==> config.mk <==
export PLATFORM = sky130hd
export DESIGN_NAME = ipdc_idle_powerdown_control
export DESIGN_NICKNAME = d
export VERILOG_FILES = /design/src/ipdc_pkg.sv /design/src/ipdc_idle_powerdown_control.sv
export SDC_FILE = /design/constraint.sdc
export NUM_CORES = 1
export LEC_CHECK = 0
export ABC_AREA = 1
export CAP_MARGIN = 20
export CORE_UTILIZATION = 55
export CTS_CLUSTER_SIZE = 28
export DETAILED_ROUTE_END_ITERATION = 10
export DONT_BUFFER_PORTS = 1
export GPL_TIMING_DRIVEN = 0
export PLACE_DENSITY = 0.81
export RECOVER_POWER = 50
export SLEW_MARGIN = 25
export SYNTH_ARGS = -nofsm -noshare
export SYNTH_HDL_FRONTEND = slang
export SYNTH_SLANG_ARGS = --single-unit
==> constraint.sdc <==
create_clock -name mclk -period 2.7 [get_ports mclk]
set_input_delay 0.27 -clock mclk [delete_from_list [all_inputs] [get_ports mclk]]
set_output_delay 0.27 -clock mclk [all_outputs]
set_load 0.01 [all_outputs]
==> src/ipdc_pkg.sv <==
/*
 * Package for the idle and power-down controller: register layout, reset
 * values, timing counts, state encoding and carrier structs.
 * Assumes a single 250 MHz clock domain; no other files are needed.
 */
// Functional notes
// - Write setting the idle bit ends execution after that write; idle follows.
// - In idle the CPU clock stops; interrupts, timers and serial keep running.
// - CPU state is frozen during idle because its clock is gated.
// - Port pins hold the levels captured when idle was entered.
// - Address latch strobe and program store strobe are driven high in idle.
// - Any enabled interrupt during idle clears the idle bit in hardware.
// - After the handler returns, execution resumes after the idle-entering instruction.
// - Two general flag bits are software read/write with no side effect.
// - Reset ends idle; 24 oscillator periods of reset suffice.
// - Power-down request stops the oscillator after the requesting write.
// - Power-down ends on hardware reset or an external interrupt.
// - Only the two enabled external interrupts wake from power-down, any sense mode.
// - Enabled wake pin low restarts the oscillator; release completes the exit.
// - With both enabled, either low restarts; first release completes the exit.
// - When both wake inputs are involved, the higher-priority handler runs.
// - After wake handler returns, execution continues after the power-down instruction.
// - Interrupt is enabled only with global enable bit 7 and its own enable.
package ipdc_pkg;

	// ************************************************************
	// Register map
	// ************************************************************
	localparam logic [7:0] IPDC_ADDR_PWRCTL = 8'h87; // power_control_register
	localparam logic [7:0] IPDC_ADDR_IRQEN = 8'hA8; // interrupt enable
	localparam logic [7:0] IPDC_ADDR_IRQPRI = 8'hB8; // external irq priority
	localparam logic [7:0] IPDC_ADDR_STATUS = 8'hC0; // block state readback

	// Power control fields
	localparam int IPDC_BIT_IDLE = 0;
	localparam int IPDC_BIT_PDOWN = 1;
	localparam int IPDC_BIT_GENFLAG0 = 2;
	localparam int IPDC_BIT_GENFLAG1 = 3;
	// Interrupt enable fields
	localparam int IPDC_BIT_EXA = 0;
	localparam int IPDC_BIT_EXB = 2;
	localparam int IPDC_BIT_GIE = 7;
	// Priority fields
	localparam int IPDC_BIT_PRIA = 0;
	localparam int IPDC_BIT_PRIB = 2;

	localparam logic [7:0] IPDC_RST_PWRCTL = 8'h00;
	localparam logic [7:0] IPDC_RST_IRQEN = 8'h00;
	localparam logic [7:0] IPDC_RST_IRQPRI = 8'h00;
	localparam logic [7:0] IPDC_RST_PORTS = 8'hFF;

	// ************************************************************
	// Timing
	// ************************************************************
	localparam int IPDC_CLK_MHZ = 250;
	localparam int IPDC_RESET_OSC_PERIODS = 24; // two machine cycles
	localparam int IPDC_RESET_CYCLES = IPDC_RESET_OSC_PERIODS;
	localparam int IPDC_OSC_SETTLE_NS = 1000;
	localparam int IPDC_OSC_SETTLE_CYCLES = (IPDC_OSC_SETTLE_NS * IPDC_CLK_MHZ + 999) / 1000;

	typedef enum logic [2:0] {
		IPDC_RUN = 3'b000,
		IPDC_IDLE = 3'b001,
		IPDC_PDOWN = 3'b010,
		IPDC_WAKE = 3'b011,
		IPDC_RESUME = 3'b100
	} ipdc_state_t;

	// Register bus request
	typedef struct packed {
		logic [7:0] addr;
		logic [7:0] wdata;
		logic wr;
		logic rd;
	} ipdc_bus_t;

	// Pin-facing frozen outputs
	typedef struct packed {
		logic [7:0] port;
		logic ale;
		logic progStrobe;
	} ipdc_pins_t;

endpackage

==> src/ipdc_idle_powerdown_control.sv <==
/*
 * Idle and power-down controller. Gates the CPU clock in idle, stops the
 * oscillator in power-down, and wakes on enabled interrupts or reset.
 * Assumes the CPU drives ports and strobes through this block, and that
 * external wake pins and the hardware reset pin are asynchronous.
 */
// Our own choices: the strobed register port and the address map.
`timescale 1ns/100ps
module ipdc_idle_powerdown_control import ipdc_pkg::*; #(
	parameter int SETTLE_CYCLES = IPDC_OSC_SETTLE_CYCLES
) (
	input wire logic mclk,
	input wire logic reset_n,
	input wire ipdc_bus_t bus,
	output logic [7:0] rdata,
	input wire logic [7:0] periphIrq,
	input wire logic extIrqA_n,
	input wire logic extIrqB_n,
	input wire logic hwReset,
	input wire logic irqReturned,
	input wire ipdc_pins_t cpuPins,
	output ipdc_pins_t pinsOut,
	output logic cpuClkEn,
	output logic oscRun,
	output logic cpuHalt,
	output logic cpuReset,
	output logic [1:0] wakeVector,
	output logic wakeVecValid
);

	// ************************************************************
	// Input synchronisers
	// ************************************************************
	logic [1:0] syncA_r, syncB_r;
	logic [1:0] syncA_nxt, syncB_nxt;
	logic pinA_n, pinB_n, pinRst;

	// Two flops per asynchronous pin; only stage two is read
	always_comb begin
		syncA_nxt = {syncA_r[0], extIrqA_n};
		syncB_nxt = {syncB_r[0], extIrqB_n};
	end
	always_ff @(posedge mclk or negedge reset_n) begin
		if (!reset_n) begin
			syncA_r <= 2'h3;
			syncB_r <= 2'h3;
		end else begin
			syncA_r <= syncA_nxt;
			syncB_r <= syncB_nxt;
		end
	end
	logic [1:0] rstSync_r, rstSync_nxt;
	always_comb rstSync_nxt = {rstSync_r[0], hwReset};
	always_ff @(posedge mclk or negedge reset_n) begin
		if (!reset_n)
			rstSync_r <= 2'h0;
		else
			rstSync_r <= rstSync_nxt;
	end
	assign pinA_n = syncA_r[1];
	assign pinB_n = syncB_r[1];
	assign pinRst = rstSync_r[1];

	// ************************************************************
	// Registers and state
	// ************************************************************
	logic [7:0] pwrCtl_r, pwrCtl_nxt;
	logic [7:0] irqEn_r, irqEn_nxt;
	logic [7:0] irqPri_r, irqPri_nxt;
	logic [7:0] rdata_nxt;
	ipdc_state_t state_r, state_nxt;
	ipdc_pins_t frozen_r, frozen_nxt;
	logic [15:0] cnt_r, cnt_nxt;
	logic [1:0] wakeVector_nxt;
	logic wakeVecValid_r, wakeVecValid_nxt;
	logic [1:0] lowSeen_r, lowSeen_nxt;
	logic enA, enB, anyEnabled, resetHeld;

	// Wake sources count only with global and own enable
	assign enA = irqEn_r[IPDC_BIT_GIE] & irqEn_r[IPDC_BIT_EXA];
	assign enB = irqEn_r[IPDC_BIT_GIE] & irqEn_r[IPDC_BIT_EXB];
	assign anyEnabled = irqEn_r[IPDC_BIT_GIE] & |(irqEn_r[6:0] & periphIrq[6:0]);
	// Reset counts once held for the full 24 periods
	assign resetHeld = pinRst && (cnt_r >= 16'(IPDC_RESET_CYCLES - 1));

	always_comb begin
		pwrCtl_nxt = pwrCtl_r;
		irqEn_nxt = irqEn_r;
		irqPri_nxt = irqPri_r;
		state_nxt = state_r;
		frozen_nxt = frozen_r;
		cnt_nxt = cnt_r;
		wakeVector_nxt = wakeVector;
		wakeVecValid_nxt = 1'b0;
		lowSeen_nxt = lowSeen_r;
		rdata_nxt = 8'h00;
		// Register reads answer one cycle later
		if (bus.rd) begin
			case (bus.addr)
				IPDC_ADDR_PWRCTL: rdata_nxt = pwrCtl_r;
				IPDC_ADDR_IRQEN: rdata_nxt = irqEn_r;
				IPDC_ADDR_IRQPRI: rdata_nxt = irqPri_r;
				IPDC_ADDR_STATUS: rdata_nxt = {3'h0, lowSeen_r, state_r};
				default: rdata_nxt = 8'h00;
			endcase
		end
		// Writes; flag bits are plain storage
		if (bus.wr) begin
			case (bus.addr)
				IPDC_ADDR_PWRCTL: pwrCtl_nxt = bus.wdata;
				IPDC_ADDR_IRQEN: irqEn_nxt = bus.wdata;
				IPDC_ADDR_IRQPRI: irqPri_nxt = bus.wdata;
				default: ;
			endcase
		end
		// Reset pin is counted while held high, except in power-down and wake
		if (pinRst)
			cnt_nxt = (state_r == IPDC_PDOWN || state_r == IPDC_WAKE) ? cnt_r : cnt_r + 16'h0001;
		case (state_r)
			IPDC_RUN: begin
				if (!pinRst)
					cnt_nxt = 16'h0000;
				// Request write is the last executed; power-down wins
				if (bus.wr && bus.addr == IPDC_ADDR_PWRCTL) begin
					frozen_nxt = cpuPins;
					if (bus.wdata[IPDC_BIT_PDOWN])
						state_nxt = IPDC_PDOWN;
					else if (bus.wdata[IPDC_BIT_IDLE])
						state_nxt = IPDC_IDLE;
				end
			end
			IPDC_IDLE: begin
				// Enabled interrupt clears idle in hardware; set by bus loses
				if (anyEnabled) begin
					pwrCtl_nxt[IPDC_BIT_IDLE] = 1'b0;
					state_nxt = IPDC_RESUME;
				end else if (resetHeld) begin
					state_nxt = IPDC_RUN;
					pwrCtl_nxt = IPDC_RST_PWRCTL;
				end
				if (!pinRst)
					cnt_nxt = 16'h0000;
			end
			IPDC_PDOWN: begin
				// Only enabled external pins or reset restart the oscillator
				lowSeen_nxt = {enB & ~pinB_n, enA & ~pinA_n};
				if (pinRst || (enA && !pinA_n) || (enB && !pinB_n)) begin
					state_nxt = IPDC_WAKE;
					cnt_nxt = 16'h0000;
				end
			end
			IPDC_WAKE: begin
				// Oscillator settles, then first release completes the exit
				lowSeen_nxt = lowSeen_r | {enB & ~pinB_n, enA & ~pinA_n};
				if (cnt_r < 16'(SETTLE_CYCLES))
					cnt_nxt = cnt_r + 16'h0001;
				if (pinRst && cnt_r >= 16'(SETTLE_CYCLES)) begin
					state_nxt = IPDC_RUN;
					pwrCtl_nxt = IPDC_RST_PWRCTL;
					cnt_nxt = 16'h0000;
				end else if (cnt_r >= 16'(SETTLE_CYCLES) &&
				             ((lowSeen_r[0] && pinA_n) || (lowSeen_r[1] && pinB_n))) begin
					pwrCtl_nxt[IPDC_BIT_PDOWN] = 1'b0;
					pwrCtl_nxt[IPDC_BIT_IDLE] = 1'b0;
					state_nxt = IPDC_RESUME;
					// Settle count must not shorten a reset that follows the wake
					cnt_nxt = 16'h0000;
					wakeVecValid_nxt = 1'b1;
					// Higher priority handler; tie goes to source A
					if (lowSeen_r == 2'b11)
						wakeVector_nxt = (irqPri_r[IPDC_BIT_PRIB] && !irqPri_r[IPDC_BIT_PRIA]) ?
							2'd1 : 2'd0;
					else
						wakeVector_nxt = lowSeen_r[1] ? 2'd1 : 2'd0;
				end else if (!pinRst && lowSeen_r == 2'b00 && (!enA || pinA_n) && (!enB || pinB_n)) begin
					state_nxt = IPDC_PDOWN; // glitch: go back to sleep
				end
			end
			IPDC_RESUME: begin
				// CPU runs the handler; a held reset still wins over the return
				if (resetHeld) begin
					state_nxt = IPDC_RUN;
					pwrCtl_nxt = IPDC_RST_PWRCTL;
				end else if (irqReturned)
					state_nxt = IPDC_RUN;
				if (!pinRst)
					cnt_nxt = 16'h0000;
			end
			default: state_nxt = IPDC_RUN;
		endcase
	end

	// State registers only
	always_ff @(posedge mclk or negedge reset_n) begin
		if (!reset_n) begin
			pwrCtl_r <= IPDC_RST_PWRCTL;
			irqEn_r <= IPDC_RST_IRQEN;
			irqPri_r <= IPDC_RST_IRQPRI;
			state_r <= IPDC_RUN;
			frozen_r <= '{port: IPDC_RST_PORTS, ale: 1'b1, progStrobe: 1'b1};
			cnt_r <= 16'h0000;
			rdata <= 8'h00;
			wakeVector <= 2'd0;
			wakeVecValid_r <= 1'b0;
			lowSeen_r <= 2'b00;
		end else begin
			pwrCtl_r <= pwrCtl_nxt;
			irqEn_r <= irqEn_nxt;
			irqPri_r <= irqPri_nxt;
			state_r <= state_nxt;
			frozen_r <= frozen_nxt;
			cnt_r <= cnt_nxt;
			rdata <= rdata_nxt;
			wakeVector <= wakeVector_nxt;
			wakeVecValid_r <= wakeVecValid_nxt;
			lowSeen_r <= lowSeen_nxt;
		end
	end

	// ************************************************************
	// Outputs
	// ************************************************************
	logic sleeping;
	assign sleeping = (state_r == IPDC_IDLE) || (state_r == IPDC_PDOWN) || (state_r == IPDC_WAKE);
	// Gating the CPU clock is what keeps every CPU register intact
	assign cpuClkEn = !sleeping;
	assign cpuHalt = sleeping;
	assign oscRun = (state_r != IPDC_PDOWN);
	assign cpuReset = resetHeld;
	assign wakeVecValid = wakeVecValid_r;
	// Pins frozen while asleep; strobes forced high
	always_comb begin
		pinsOut = cpuPins;
		if (sleeping) begin
			pinsOut.port = frozen_r.port;
			pinsOut.ale = 1'b1;
			pinsOut.progStrobe = 1'b1;
		end
	end

endmodule // ipdc_idle_powerdown_control

==> results.yml <==
global_route:
  grt_usage_pct: 26.5
  grt_max_degree: 70
  grt_pass1_wl_mm: 17.5
  overflow: 0
  antenna_found_initial: 0
  grt_pass1_vias: 3894
min_path:
  min_to: "frozen_r[2]$_DFFE_PN1P_"
  hold-path-cell-count: 2
  min_path_type: "in2reg"
  hp-start: "cpuPins[2]"
cts:
  cts_buffers: 9
  clk_pin_slew_ps: 70
  clock_path_buffers: 2
  clock_latency_ps: 350
  cts_tree: "built"
  cts_max_level: 3
  cts.sinks: 69
  root_buffer: "clkbuf_8"
logic_synthesis:
  syn_avg_cell_area_sq_um: 7.09
  synthFlopType: "dfrtp_1"
  yosysSeqAreaShare_pct: 40.4
  synth_cell_types: 38
  synth-seq-cells: 69
  synth_edf_count: 0
  yosysTopAreaCell: "dfrtp_1"
  synthTopCellsByArea: "dfrtp_1, nand2_1, dfstp_2"
  synthCells: 607
  synth_top_area_share_pct: 33.1
  syn_nets: 651
  synth_area_sq_um: 4310
  ys_warn_count: 0
  ys_async_sr_fraction_pct: 100
cells_and_area:
  diodes: 0
  area_growth_pct: 8.92
  drive_above_1_share_pct: 14.5
  multi_input_area_sq_um: 2100
  area.sequential_sq_um: 1740
  finalInstanceArea_sq_um: 4690
  nFillCells: 662
  layout_commonest_cell: "nand2_1"
  layout_common_cells: "nand2_1, inv_1, dfrtp_1, nor2_1, nand3_1"
  nets: 667
die:
  die_area_sq_um: 8190
  pin_count: 67
  core_sq_um: 7410
  die_h_um: 90.5
  fp.dieW_um: 90.5
  initial_utilization_pct: 58.1
  row_count: 31
routing:
  drt-total-wl_mm: 10.4
  drc_errors: 0
  num_vias: 4043
  detail-route-antenna-nets: 0
  avgRoutedWirePerCell_um: 14.3
  via_per_inst: 5.56
  drtIter0Drc: 299
  drtPass1Iterations: 5
timing:
  worst_pin_slew_ps: 1700
  clock.fmax_mhz: 456
  skew_ps: 9.53
  drv_slew: 70
  post-route-period-util_pct: 81.2
  setup_viol: 0
  worst_slack_ps: 507
  finalHoldViolCount: 0
  rsz0062_at_grt: "false"
  fin_crit_ps: 2190
  tns_ps: 0
  slew-limit-headroom_pct: -13.3
worst_setup_path:
  crit_type: "reg2out"
  start_kind: "flip-flop"
  timing.rr.start: "cnt_r[1]$_DFF_PN0_"
  reg2reg_depth: 10
  cp_max_fo: 10
  worst_ep_arrival_time_ps: 1920
  cp-end-kind: "output port"
  crit_required_ps: 2430
  reg2reg_to: "pwrCtl_r[7]$_DFF_PN0_"
  rrSetupSlack_ps: 790
  startpoint: "state_r[1]$_DFFE_PN0P_"
place:
  hpwl_mm: 7.48
  gp_congestion: 0.898
  place_ws_ps: 841
  dpl-instance-area_sq_um: 4430
  portBuffers: 0
flow_run:
  drv_cap: 1
power:
  cellPowerDensity_nw_per_um2: 867
  ir_drop_uv: 501
  leakagePower_nw: 2.39
  fin_total_pwr_mw: 4.07
outcome:
  outcome: "complete, but fails checks"
  violations: "max-capacitance violations, max-slew violations"
==> how the worst max path moves through the flow <==
stage	to	slack, ps	cells after the start
floorplan	pinsOut[2]	1170	6
global placement	pwrCtl_r[6]$_DFF_PN0_	900	10
detailed placement	pwrCtl_r[7]$_DFF_PN0_	840	10
CTS	pinsOut[5]	530	6
global route	pinsOut[5]	340	6
finish	pinsOut[6]	510	6
==> power breakdown <==
part           leakage, nW  switching, mW  internal (mW)
combinational         1.45           1.25          0.578
clock                0.107          0.401          0.545
sequential           0.840          0.120           1.17
==> worst max-delay path, cell delays in order, from the launching register on <==
cell	delay [ps]
dfrtp_1	420
inv_1	180
nand2_1	150
inv_1	120
nor2_1	50
clkbuf_1	240
o21ai_0	420
==> timing repair <==
action / in CTS / in global routing
buffers inserted: 0 / 0
gates resized for setup: 0 / 0
hold buffers: 5 / 0
hold endpoints to repair: 72 / 0
==> through the flow <==
| stage | hold slack [ps] | utilization (%) | instances |
|---|---|---|---|
| 2_1_floorplan | -25.6 | - | 607 |
| 3_3_place_gp | -23.6 | 59.8 | 706 |
| 3_5_place_dp | -23.6 | 59.8 | 706 |
| 4_1_cts | 36.7 | 63.7 | 727 |
| 5_1_grt | 37.7 | 63.3 | 727 |
| 6_report | 45.9 | 63.3 | 727 |
==> flip-flops by register name (all words and copies together) (netlist names), 3 cells and up <==
signal	count
rdata	8
state_r	3
irqPri_r	8
frozen_r	8
pwrCtl_r	8
cnt_r	16
irqEn_r	8
==> final cells by class <==
cell class,count,share of cell area [%]
Clock buffer,12,3.09
Buffer,16,2.64
Multi-Input combinational cell,432,44.7
Tap cell,99,2.64
Sequential cell,69,37.1
Timing Repair Buffer,5,0.960
Clock inverter,4,1.55
Inverter,90,7.31
==> synthesized netlist by cell type (6+ instances only) <==
library cell / number
o22ai_1: 14
o21ai_2: 10
nand4_1: 8
buf_2: 6
nand3_1: 51
dfstp_2: 12
o211ai_1: 9
nand2_2: 10
nand2_1: 186
buf_6: 6
nor2_1: 53
inv_1: 83
dfrtp_1: 57
o21ai_0: 44
nor2_2: 8
==> cells by family (layout without fill, tap and decap cells) <==
| logic type | count (synthesis) | in the layout | synth area share, % |
|---|---|---|---|
| DFF | 69 | 69 | 40.4 |
| other | 1 | 1 | 0.0871 |
| buffers and inverters | 106 | 127 | 10.8 |
| xor gates and xnor gates | 4 | 4 | 0.814 |
| AOI/OAI and AO/OA | 90 | 90 | 12.7 |
| and+or+nand+nor | 332 | 332 | 33.8 |
| muxes | 3 | 3 | 0.755 |
| adders and majority gates | 2 | 2 | 0.581 |
==> routing by layer <==
layer / up-vias / part of all wire [%] / GRT usage [%]
met5: - / 0 / 0
met4: 0 / 1.1 / 10.8
met3: 12 / 5.6 / 5.13
met2: 145 / 51 / 46.3
met1: 1922 / 42 / 32.0
li1: 1964 / - / -
(Power assumes the default switching activity.)
